## config.mk

```make
export PLATFORM = sky130hd
export DESIGN_NAME = byte_core_instruction_decode
export DESIGN_NICKNAME = d
export VERILOG_FILES = /design/src/byte_core_pkg.sv /design/src/cycle_phase_divider.sv /design/src/bank_address_former.sv /design/src/byte_core_instruction_decode.sv
export SDC_FILE = /design/constraint.sdc
export NUM_CORES = 1
export LEC_CHECK = 0
export ABC_AREA = 1
export BUFFER_PORTS_ARGS = -buffer_cell sky130_fd_sc_hd__buf_2
export CORE_MARGIN = 5
export CORE_UTILIZATION = 52
export DETAILED_ROUTE_END_ITERATION = 10
export PLACE_DENSITY_LB_ADDON = 0.08
export SYNTH_ARGS = -nofsm -noshare
export SYNTH_HDL_FRONTEND = slang
export SYNTH_SLANG_ARGS = --single-unit
export TNS_END_PERCENT = 30
```

## constraint.sdc

```tcl
create_clock -name clk_sys -period 2.61 [get_ports clk_sys]
set_clock_uncertainty 0.1 [all_clocks]
set_input_delay 0.783 -clock clk_sys [delete_from_list [all_inputs] [get_ports clk_sys]]
set_output_delay 0.783 -clock clk_sys [all_outputs]
set_load 0.02 [all_outputs]
```

## src/byte_core_pkg.sv

```systemverilog
// shared constants and types for the byte core instruction decoder
package byte_core_pkg;
   localparam int CLK_PERIOD_NS = 4;
   localparam int CYCLE_PERIODS = 4;
   localparam int INSTR_CYCLE_NS = CYCLE_PERIODS * CLK_PERIOD_NS;
   localparam int WORD_W = 16;
   localparam int PC_W = 21;
   localparam int BANK_W = 4;
   localparam int FADDR_W = 12;
   // field positions within one program word
   localparam int OPC_HI = 15;
   localparam int OPC_LO = 12;
   localparam int DEST_BIT = 9;
   localparam int ACCESS_BIT = 8;
   localparam int BIT_LO = 9;
   localparam int PTR_LO = 4;
   localparam int CALL_BIT = 8;
   localparam int RET_BIT = 0;
   // opcode patterns
   localparam logic [3:0] NIB_SECOND = 4'hF;
   localparam logic [3:0] NIB_BIT_CLEAR = 4'h9;
   localparam logic [3:0] NIB_MOVE_FF = 4'hC;
   localparam logic [3:0] NIB_LIT_CTRL = 4'h0;
   localparam logic [3:0] NIB_WIDE = 4'hE;
   localparam logic [3:0] NIB_BYTE_LO = 4'h1;
   localparam logic [3:0] NIB_BYTE_HI = 4'h6;
   localparam logic [3:0] NIB_BIT_LO = 4'h7;
   localparam logic [3:0] NIB_BIT_HI = 4'hB;
   localparam logic [7:0] HI_BRANCH_NEG = 8'hE6;
   localparam logic [7:0] HI_GOTO = 8'hEF;
   localparam logic [6:0] HI_CALL = 7'h76;
   localparam logic [9:0] HI_LOAD_PTR = 10'h3B8;
   // access bank split
   localparam logic [7:0] ACCESS_SPLIT = 8'h60;
   localparam logic [3:0] ACCESS_LOW_BANK = 4'h0;
   localparam logic [3:0] ACCESS_HIGH_BANK = 4'hF;
   localparam logic [PC_W-1:0] PC_RESET = 21'h000000;
   localparam logic [PC_W-1:0] PC_STEP = 21'h000002;

   typedef enum logic [3:0] {
      CLS_BYTE = 4'b0001,
      CLS_BIT = 4'b0010,
      CLS_LIT = 4'b0100,
      CLS_CTRL = 4'b1000
   } op_class_t;

   typedef enum logic [2:0] {
      ST_EXEC = 3'b001,
      ST_SECOND = 3'b010,
      ST_FLUSH = 3'b100
   } exec_state_t;
endpackage

```

## src/cycle_phase_divider.sv

```systemverilog
// divides the clock into instruction cycles of fixed oscillator periods
`timescale 1ns/1ps
module cycle_phase_divider import byte_core_pkg::*; #(
   parameter int PERIODS = CYCLE_PERIODS
) (
   input wire logic clk_sys,
   input wire logic rst,
   output logic cycle_en,
   output logic [$clog2(PERIODS)-1:0] phase
);
   typedef struct packed {
      logic [$clog2(PERIODS)-1:0] cnt;
   } div_state_t;

   div_state_t r_reg;
   div_state_t r_next;
   localparam logic [$clog2(PERIODS)-1:0] LAST =
      ($clog2(PERIODS))'(PERIODS - 1);

   always_comb begin
      r_next = r_reg;
      if (r_reg.cnt == LAST) begin
         r_next.cnt = '0;
      end else begin
         r_next.cnt = r_reg.cnt + 1'b1;
      end
   end

   always_ff @(posedge clk_sys) begin
      if (rst) begin
         r_reg <= '0;
      end else begin
         r_reg <= r_next;
      end
   end

   assign cycle_en = (r_reg.cnt == LAST);
   assign phase = r_reg.cnt;
endmodule

```

## src/bank_address_former.sv

```systemverilog
// forms the full file address from the operand and bank selection
`timescale 1ns/1ps
module bank_address_former import byte_core_pkg::*; (
   input wire logic [7:0] file_sel,
   input wire logic access_sel,
   input wire logic [BANK_W-1:0] bank_select_register,
   output logic [FADDR_W-1:0] file_addr
);
   always_comb begin
      if (access_sel) begin
         file_addr = {bank_select_register, file_sel};
      end else if (file_sel < ACCESS_SPLIT) begin
         file_addr = {ACCESS_LOW_BANK, file_sel};
      end else begin
         file_addr = {ACCESS_HIGH_BANK, file_sel};
      end
   end
endmodule

```

## src/byte_core_instruction_decode.sv

```systemverilog
// instruction decode and execution timing for the 8-bit core
`timescale 1ns/1ps
module byte_core_instruction_decode import byte_core_pkg::*; (
   input wire logic clk_sys,
   input wire logic rst,
   input wire logic [WORD_W-1:0] prog_word,
   input wire logic negative_flag,
   input wire logic [BANK_W-1:0] bank_select_register,
   output logic [PC_W-1:0] prog_addr,
   output logic cycle_en,
   output logic [1:0] cycle_phase,
   output logic exec_valid,
   output op_class_t op_class,
   output logic [FADDR_W-1:0] file_addr,
   output logic working_register_write,
   output logic file_write,
   output logic [2:0] bit_index,
   output logic bit_clear_file,
   output logic [7:0] literal_value,
   output logic [1:0] pointer_sel,
   output logic indirect_pointer_register_write,
   output logic [FADDR_W-1:0] pointer_value,
   output logic call_mode,
   output logic [1:0] table_mode,
   output logic nop_exec
);
   typedef struct packed {
      exec_state_t st;
      logic [PC_W-1:0] pc;
      logic [WORD_W-1:0] first;
      logic exec_valid;
      op_class_t cls;
      logic [FADDR_W-1:0] faddr;
      logic working_register_wr;
      logic file_wr;
      logic [2:0] bit_idx;
      logic bclr;
      logic [7:0] lit;
      logic [1:0] ptr_sel;
      logic ptr_wr;
      logic [FADDR_W-1:0] ptr_val;
      logic call_mode;
      logic [1:0] tbl_mode;
      logic nop_exec;
   } core_state_t;

   core_state_t r_reg;
   core_state_t r_next;
   logic [FADDR_W-1:0] bank_addr;
   logic [3:0] nib;
   logic is_second;
   logic is_goto;
   logic is_call;
   logic is_load_ptr;
   logic is_move_ff;
   logic is_double;
   logic is_bclr;
   logic is_bneg;
   op_class_t cls_now;
   logic [PC_W-1:0] pc_seq;
   logic [PC_W-1:0] pc_bneg;
   logic [PC_W-1:0] pc_far;

   cycle_phase_divider #(
      .PERIODS(CYCLE_PERIODS)
   ) u_div (
      .clk_sys(clk_sys),
      .rst(rst),
      .cycle_en(cycle_en),
      .phase(cycle_phase)
   );

   bank_address_former u_bank (
      .file_sel(prog_word[7:0]),
      .access_sel(prog_word[ACCESS_BIT]),
      .bank_select_register(bank_select_register),
      .file_addr(bank_addr)
   );

   // opcode field selects the operation group
   assign nib = prog_word[OPC_HI:OPC_LO];
   assign is_second = (nib == NIB_SECOND);
   assign is_goto = (prog_word[15:8] == HI_GOTO);
   assign is_call = (prog_word[15:9] == HI_CALL);
   assign is_load_ptr = (prog_word[15:6] == HI_LOAD_PTR);
   assign is_move_ff = (nib == NIB_MOVE_FF);
   assign is_double = is_goto | is_call | is_load_ptr | is_move_ff;
   assign is_bclr = (nib == NIB_BIT_CLEAR);
   assign is_bneg = (prog_word[15:8] == HI_BRANCH_NEG);

   always_comb begin
      if (nib == NIB_LIT_CTRL && prog_word[11]) begin
         cls_now = CLS_LIT;
      end else if (nib == NIB_LIT_CTRL) begin
         cls_now = CLS_CTRL;
      end else if (nib >= NIB_BYTE_LO && nib <= NIB_BYTE_HI) begin
         cls_now = CLS_BYTE;
      end else if (nib >= NIB_BIT_LO && nib <= NIB_BIT_HI) begin
         cls_now = CLS_BIT;
      end else if (is_move_ff) begin
         cls_now = CLS_BYTE;
      end else if (is_load_ptr) begin
         cls_now = CLS_LIT;
      end else begin
         cls_now = CLS_CTRL;
      end
   end

   assign pc_seq = r_reg.pc + PC_STEP;
   // offset is in words, so it doubles into a byte address
   assign pc_bneg = pc_seq +
      {{(PC_W-9){prog_word[7]}}, prog_word[7:0], 1'b0};
   assign pc_far = PC_W'({prog_word[11:0], r_reg.first[7:0], 1'b0});

   always_comb begin
      r_next = r_reg;
      r_next.exec_valid = 1'b0;
      r_next.working_register_wr = 1'b0;
      r_next.file_wr = 1'b0;
      r_next.bclr = 1'b0;
      r_next.ptr_wr = 1'b0;
      r_next.nop_exec = 1'b0;
      // all work happens once per instruction cycle
      if (cycle_en) begin
         r_next.exec_valid = 1'b1;
         case (r_reg.st)
            ST_EXEC: begin
               r_next.pc = pc_seq;
               r_next.cls = cls_now;
               r_next.faddr = bank_addr;
               r_next.bit_idx = prog_word[11:BIT_LO];
               r_next.lit = prog_word[7:0];
               r_next.call_mode = prog_word[RET_BIT];
               r_next.tbl_mode = prog_word[1:0];
               if (is_second) begin
                  r_next.nop_exec = 1'b1;
               end else if (is_double) begin
                  // first half only, no write strobe or exec_valid is raised yet
                  r_next.first = prog_word;
                  r_next.st = ST_SECOND;
                  r_next.exec_valid = 1'b0;
               end else begin
                  case (cls_now)
                     CLS_BYTE: begin
                        r_next.working_register_wr = ~prog_word[DEST_BIT];
                        r_next.file_wr = prog_word[DEST_BIT];
                     end
                     CLS_BIT: begin
                        r_next.bclr = is_bclr;
                     end
                     CLS_LIT: begin
                        r_next.lit = prog_word[7:0];
                     end
                     CLS_CTRL: begin
                        if (is_bneg && negative_flag) begin
                           r_next.pc = pc_bneg;
                           r_next.st = ST_FLUSH;
                        end
                     end
                     default: begin
                        r_next.nop_exec = 1'b1;
                     end
                  endcase
               end
            end
            ST_SECOND: begin
               r_next.st = ST_EXEC;
               r_next.pc = pc_seq;
               if (r_reg.first[15:6] == HI_LOAD_PTR) begin
                  r_next.ptr_wr = 1'b1;
                  r_next.ptr_sel = r_reg.first[PTR_LO+1:PTR_LO];
                  r_next.ptr_val = {r_reg.first[3:0], prog_word[7:0]};
               end else if (r_reg.first[OPC_HI:OPC_LO] == NIB_MOVE_FF) begin
                  r_next.file_wr = 1'b1;
                  r_next.faddr = prog_word[FADDR_W-1:0];
               end else begin
                  r_next.pc = pc_far;
                  r_next.call_mode = r_reg.first[CALL_BIT];
               end
            end
            ST_FLUSH: begin
               // pipeline refill cycle does nothing
               r_next.nop_exec = 1'b1;
               r_next.st = ST_EXEC;
            end
            default: begin
               r_next.st = ST_EXEC;
            end
         endcase
      end
   end

   always_ff @(posedge clk_sys) begin
      if (rst) begin
         r_reg <= '0;
         r_reg.st <= ST_EXEC;
         r_reg.cls <= CLS_CTRL;
         r_reg.pc <= PC_RESET;
      end else begin
         r_reg <= r_next;
      end
   end

   assign prog_addr = r_reg.pc;
   assign exec_valid = r_reg.exec_valid;
   assign op_class = r_reg.cls;
   assign file_addr = r_reg.faddr;
   assign working_register_write = r_reg.working_register_wr;
   assign file_write = r_reg.file_wr;
   assign bit_index = r_reg.bit_idx;
   assign bit_clear_file = r_reg.bclr;
   assign literal_value = r_reg.lit;
   assign pointer_sel = r_reg.ptr_sel;
   assign indirect_pointer_register_write = r_reg.ptr_wr;
   assign pointer_value = r_reg.ptr_val;
   assign call_mode = r_reg.call_mode;
   assign table_mode = r_reg.tbl_mode;
   assign nop_exec = r_reg.nop_exec;

   logic exec_now;
   assign exec_now = cycle_en && (r_reg.st == ST_EXEC);
endmodule

```

Word-level counts from Yosys, hierarchy flattened:

Cells that the tools add are included.

* reductions and logical operators: 19
* bitwise operators: 10
* $lt $le $gt $ge: 5
* equality and inequality tests: 23
* mux-type cells: 37
* add/sub/neg operators: 3

Operators by type and width (count)
* $mux W21: 3
* $mux W12: 4
* $mux W24: 2
* $pmux W21 S2: 1
* $mux W41: 1
* $mux W4: 6
* $pmux W12 S2: 1
* $add A21 B2 Y21 const B: 1
* $add A21 B21 Y21: 1
* $eq A10 B10 Y1 const B: 2
* $eq A4 B4 Y1 const B: 5
* $mux W17: 1
* $eq A8 B8 Y1 const B: 2
* $reduce_and A4 Y1: 4
* $mux W13: 1
* $reduce_or A6 Y1: 2
* $mux W1: 10
* $lt A8 B7 Y1 const B: 1
* $mux W8: 1
* $ne A2 B2 Y1 const B: 4
* $eq A7 B7 Y1 const B: 1
* $not A1 Y1: 7
* $mux W3: 2
* $pmux W1 S2: 3
* 24 further kinds: 31

* bits in registers: 92
* word-level logic and storage cells: 115

Depth between registers and ports, before layout:

* depth in word-level cells: 13
* mapped depth: 21
* gate-level depth less buffers: 21

By module:

From an unflattened synthesis, not the netlist that was laid out.

* cells, all modules: 926
* area, all modules: 6093.3 µm²

Modules (own cells, without submodules)
* byte_core_instruction_decode: area each 5906.9 µm², instances 1, cells each 896, seq. area each 1741.7 µm²
* bank_address_former: area each 111.4 µm², instances 1, cells each 21, seq. area each 0.0 µm²
* cycle_phase_divider: area each 75.1 µm², instances 1, cells each 9, seq. area each 40.0 µm²

Worst setup path after synthesis:

OpenSTA, ideal clock, no wires.

* path type: register to register
* start point: register r_reg, in the netlist prog_addr[1]
* end point: register r_reg, in the netlist prog_addr[20]
* library setup time: 0.119 ns
* path buffers: 0
* slack: -0.156 ns
* data required time: 2.391 ns
* arrival time: 2.547 ns
* period minus slack after synthesis: 2.766 ns
* cell stages (with the launch flop): 22
* path through: dfxtp_1 -> ha_1 -> nand3_1 -> inv_1 -> nand2_1 -> nor2_1 -> nand2_1 -> o21ai_0 -> inv_1 -> ha_1 -> nand2_1 -> nand2_1 -> nand2_1 -> nand2_1 -> a21oi_1 -> nand2_1 -> nor2_1 -> inv_1 -> nand2_1 -> nand3_1 -> nand2_1 -> a21oi_1

* word-level cells in the longest chain between the ends: 7
* elaborated cells between the ends (all ways): 9

RTL lines
* start: declaration: RTL line byte_core_instruction_decode.sv:47 `core_state_t r_reg;`
* start signal: assignment: RTL line byte_core_instruction_decode.sv:200 `r_reg <= r_next;`
* $add A21 B2 Y21 *: RTL line byte_core_instruction_decode.sv:109 `assign pc_seq = r_reg.pc + PC_STEP;`
* $add A21 B21 Y21: RTL line byte_core_instruction_decode.sv:111 `assign pc_bneg = pc_seq +`
* $mux W24: RTL line byte_core_instruction_decode.sv:155 `if (is_bneg && negative_flag) begin`
* $mux W24: RTL line byte_core_instruction_decode.sv:143 `case (cls_now)`
* $mux W21: RTL line byte_core_instruction_decode.sv:137 `end else if (is_double) begin`
* $mux W41: RTL line byte_core_instruction_decode.sv:135 `if (is_second) begin`
* $pmux W21 S2 *: RTL line byte_core_instruction_decode.sv:126 `case (r_reg.st)`

Every way passes the cells marked *; elsewhere a longest branch is shown, timed or not. The select of a mux whose other input is x is not followed.
A chain may end at the register's enable or synchronous reset.

Worst setup path after layout:

* start point: register r_reg, in the netlist prog_addr[2]
* end point: register r_reg, in the netlist prog_addr[20]

Same word-level chain as after synthesis.

==> flow_summary.ini <==
[timing]
drv_slew = 0
fin_crit_sh = 1.054
final-setup-viol-count = 11
layout_setup_ws_ns = -0.1404
post-route-min-period_ns = 2.750
relSlewSlack = 0.4842
timing_worst_slew_pin_value_ns = 0.7728
max_freq_mhz = 363.6
final_hold_viol_count = 0
rsz_0062_raised_after_global_routing = true
fin_worst_hold_slack_ns = 0.3425

[synthesis]
synth_enable_flop_cells = 0
synth_warn = 0
synth_flop_cell = sky130_fd_sc_hd__dfxtp_1
proportion_of_synthesized_chip_area_in_sequential_cells = 0.2906
netlist_area_mm2 = 0.006132
ys_ff_latch = 89
syn_avg_cell_area_um2 = 6.716
synth_unique_cells = 45
postSynth.asyncResetShare = 0
postSynthNetCount = 962
synthesis.instances = 913

[min_path]
timing.hold.worst_endpoint = u_div.phase[0]
hp-start = u_div.phase[0]
hold_path.class = reg2reg
worst_hold_path.num_cells = 1

[pwr]
power_report.internal_total_mw = 2.547
leakage_power_nw = 4.001
power.density_cell_area_mw_per_mm2 = 469.7
power_switching_share = 0.3366
power.sequential.fraction = 0.381
power.share.combinational = 0.280
power.share.clock = 0.339
switching_power_mw = 1.293
peakVddDrop_uv = 549.2

[routing]
viasPerCell = 5.488
dr.pass1.iters = 5
drt.antenna.violating_nets = 0
detail_route.iter0.violations = 612
finalWirelength_mm = 21.01
drc_errors = 0
post_drt_wl_per_cell_um = 17.32
num_vias = 6657

[setup_path]
critPathRequiredTime_ns = 2.79
path_class = reg2reg
arrival_ns = 2.93
end_kind = flip-flop
timing.critical_path.slowest_stage_cell = sky130_fd_sc_hd__dfxtp_4
worst_setup_path_start_kind = flip-flop
worstReg2RegStart = prog_addr[2]
reg2reg_to = prog_addr[20]
timing.critical_path.cells = inv_2 > nor3_4 > nand3_2 > nor2_2 > xor2_1 > buf_4 > inv_4 > ha_4 > nand2_4 > nor3_4 > buf_4 > a21oi_2 > nand2_1 > nor2_2 > nand3_1 > nand3_2 > nand2_1 > a21oi_1
timing.reg2reg.setup_slack_ns = -0.14
worstPathMaxFanout = 5
critPathTopFamily = simple AND/OR/NAND/NOR gates
max_stage_delay_ns = 0.37
timing.critical_path.buf_inv = 4
r2r.worst_path.cells = 18

[clock_tree]
clock_tree_from_tritoncts = built
cts.hold.buffers_added = 0
htree_levels = 3
clk_pin_slew_ns = 0.07
clock_sink_count = 89
cts-root-buf = sky130_fd_sc_hd__clkbuf_16
clk_path_buf_depth = 2
insertion_delay_ns = 0.36
cts-buffers-inserted = 9

[final_layout]
final_common_cell = sky130_fd_sc_hd__nand2_1
layout.cells.most_common_list = sky130_fd_sc_hd__nand2_1 (147), sky130_fd_sc_hd__buf_4 (136), sky130_fd_sc_hd__a21oi_1 (95)
final_net_count = 1114
area_growth_syn_to_layout_pct = 33.30
antenna-diode-count = 0
post_route_cells_drive_above_1_share = 0.3738
largest_register_ff_count = 20
post-route-util = 0.7128

[place]
pre_cts_slack_ns = -0.3522
globalplace.congestion = 0.9789
io_buffer_count = 95
post-dp-hpwl_mm = 15.20

[status]
status = complete, but fails checks
violated_checks = setup timing

[global_routing]
grt_remaining_overflow = 0
overall_global_routing_resource_usage = 0.2871
wire_length_of_the_first_global_routing_pass_mm = 32.82
first_global_vias = 6261
grt_max_degree = 50
antenna_found_initial = 0

[floorplanning]
design.die.area_mm2 = 0.01406
row_count = 39
die-height_um = 118.6
core-area_mm2 = 0.01147
die-width_um = 118.6
floorplan.initialDensity = 0.5348
pin_count = 97

[flow_run]
total_of_max_cap_violations = 0
-- final cells by class --
cell class / instances / area, um2
multi-input combinational: 618 / 3894
timing repair buffer: 236 / 1573
fill: 948 / 3293
clock inverter: 7 / 70.07
sequential: 89 / 1807
tap: 143 / 178.9
inverter: 111 / 426.7
clock buffer: 9 / 225.2
-- synth_stat cells, types with 3 or more instances --
| cell | count | area (um2) |
|---|---|---|
| sky130_fd_sc_hd__nand2_1 | 166 | 623.1 |
| sky130_fd_sc_hd__a21oi_1 | 108 | 540.5 |
| sky130_fd_sc_hd__inv_1 | 105 | 394.1 |
| sky130_fd_sc_hd__o21ai_0 | 90 | 450.4 |
| sky130_fd_sc_hd__dfxtp_1 | 89 | 1782 |
| sky130_fd_sc_hd__buf_4 | 67 | 503.0 |
| sky130_fd_sc_hd__nor2_1 | 67 | 251.5 |
| sky130_fd_sc_hd__nand3_1 | 56 | 280.3 |
| sky130_fd_sc_hd__ha_1 | 25 | 312.8 |
| sky130_fd_sc_hd__clkbuf_1 | 17 | 63.81 |
| sky130_fd_sc_hd__xor2_1 | 15 | 131.4 |
| sky130_fd_sc_hd__nor3_1 | 14 | 70.07 |
| sky130_fd_sc_hd__a21o_1 | 8 | 60.06 |
| sky130_fd_sc_hd__a21oi_2 | 8 | 70.07 |
| sky130_fd_sc_hd__o21ai_1 | 8 | 40.04 |
| sky130_fd_sc_hd__a31oi_1 | 7 | 43.79 |
| sky130_fd_sc_hd__buf_2 | 7 | 35.03 |
| sky130_fd_sc_hd__nand4_1 | 6 | 37.54 |
| sky130_fd_sc_hd__o211ai_1 | 5 | 37.54 |
| sky130_fd_sc_hd__o21bai_1 | 4 | 30.03 |
| sky130_fd_sc_hd__xnor2_1 | 4 | 35.03 |
| sky130_fd_sc_hd__a41oi_1 | 3 | 26.28 |
| sky130_fd_sc_hd__buf_6 | 3 | 33.78 |
| sky130_fd_sc_hd__inv_2 | 3 | 11.26 |
| sky130_fd_sc_hd__nand3b_1 | 3 | 22.52 |
| sky130_fd_sc_hd__nor3_4 | 3 | 48.80 |
-- logic make-up after synthesis --
kind of cell	count (synthesis)	synth area share
AND/OR/NAND/NOR	327	0.2363
AO/OA/AOI/OAI	245	0.2181
buffers and inverters	206	0.1730
flip-flops	89	0.2906
adder cells (fa/ha/maj)	26	0.05427
XOR/XNOR	19	0.02714
other	1	0.0006115
-- power groups by stage --
stage / Sequential (mW) / Clock [mW] / Combinational (mW)
detailed placement: 1.49 / 0 / 0.899
CTS: 1.46 / 1.32 / 0.988
floorplan: 1.49 / 0 / 0.553
global placement: 1.49 / 0 / 0.892
finish: 1.46 / 1.30 / 1.08
global route: 1.47 / 1.37 / 1.16
-- routing by layer --
| layer | global-route usage | up-vias | wire (um) |
|---|---|---|---|
| met5 | 0 | - | 0 |
| met4 | 0.09072 | 0 | 541 |
| met3 | 0.06925 | 45 | 1733 |
| met2 | 0.4430 | 300 | 9450 |
| met1 | 0.3964 | 3068 | 9281 |
| li1 | - | 3244 | - |
-- through the flow --
step | std cells | TNS [ns] | power [mW] | instance area (um2)
after floorplan | 913 | -0.005872 | 2.045 | 6150
after global placement | 1183 | -4.154 | 2.379 | 7143
after detailed placement | 1183 | -4.126 | 2.388 | 7143
after CTS | 1205 | -0.2128 | 3.770 | 7883
after global routing | 1213 | -2.218 | 4.000 | 8174
final | 1213 | -0.6743 | 3.840 | 8174
-- how the worst max path moves through the flow --
stage,startpoint,end,cells after the start
2_1_floorplan,prog_addr[1],prog_addr[20],21
4_1_cts,prog_addr[3],prog_addr[20],19
6_report,prog_addr[2],prog_addr[20],18
5_1_grt,prog_addr[8],prog_addr[20],19
3_3_place_gp,prog_addr[2],prog_addr[9],14
3_5_place_dp,prog_addr[1],prog_addr[12],16
-- worst register-to-register path, cell delays in order, from the launching register on --
cell and delay [ns]:
sky130_fd_sc_hd__dfxtp_4 0.37, sky130_fd_sc_hd__inv_2 0.06, sky130_fd_sc_hd__nor3_4 0.22, sky130_fd_sc_hd__nand3_2 0.15, sky130_fd_sc_hd__nor2_2 0.13, sky130_fd_sc_hd__xor2_1 0.18, sky130_fd_sc_hd__buf_4 0.17, sky130_fd_sc_hd__inv_4 0.04
sky130_fd_sc_hd__ha_4 0.23, sky130_fd_sc_hd__nand2_4 0.10, sky130_fd_sc_hd__nor3_4 0.05, sky130_fd_sc_hd__buf_4 0.13, sky130_fd_sc_hd__a21oi_2 0.15, sky130_fd_sc_hd__nand2_1 0.09, sky130_fd_sc_hd__nor2_2 0.12, sky130_fd_sc_hd__nand3_1 0.10
sky130_fd_sc_hd__nand3_2 0.08, sky130_fd_sc_hd__nand2_1 0.04, sky130_fd_sc_hd__a21oi_1 0.15
-- timing repair --
item,CTS,global route
setup buffers,6,8
pin swaps,39,33
hold endpoints to repair,0,0
setup endpoints to repair,16,20
gates resized for setup,94,56
No activity file was read; power rests on OpenSTA's default activity.
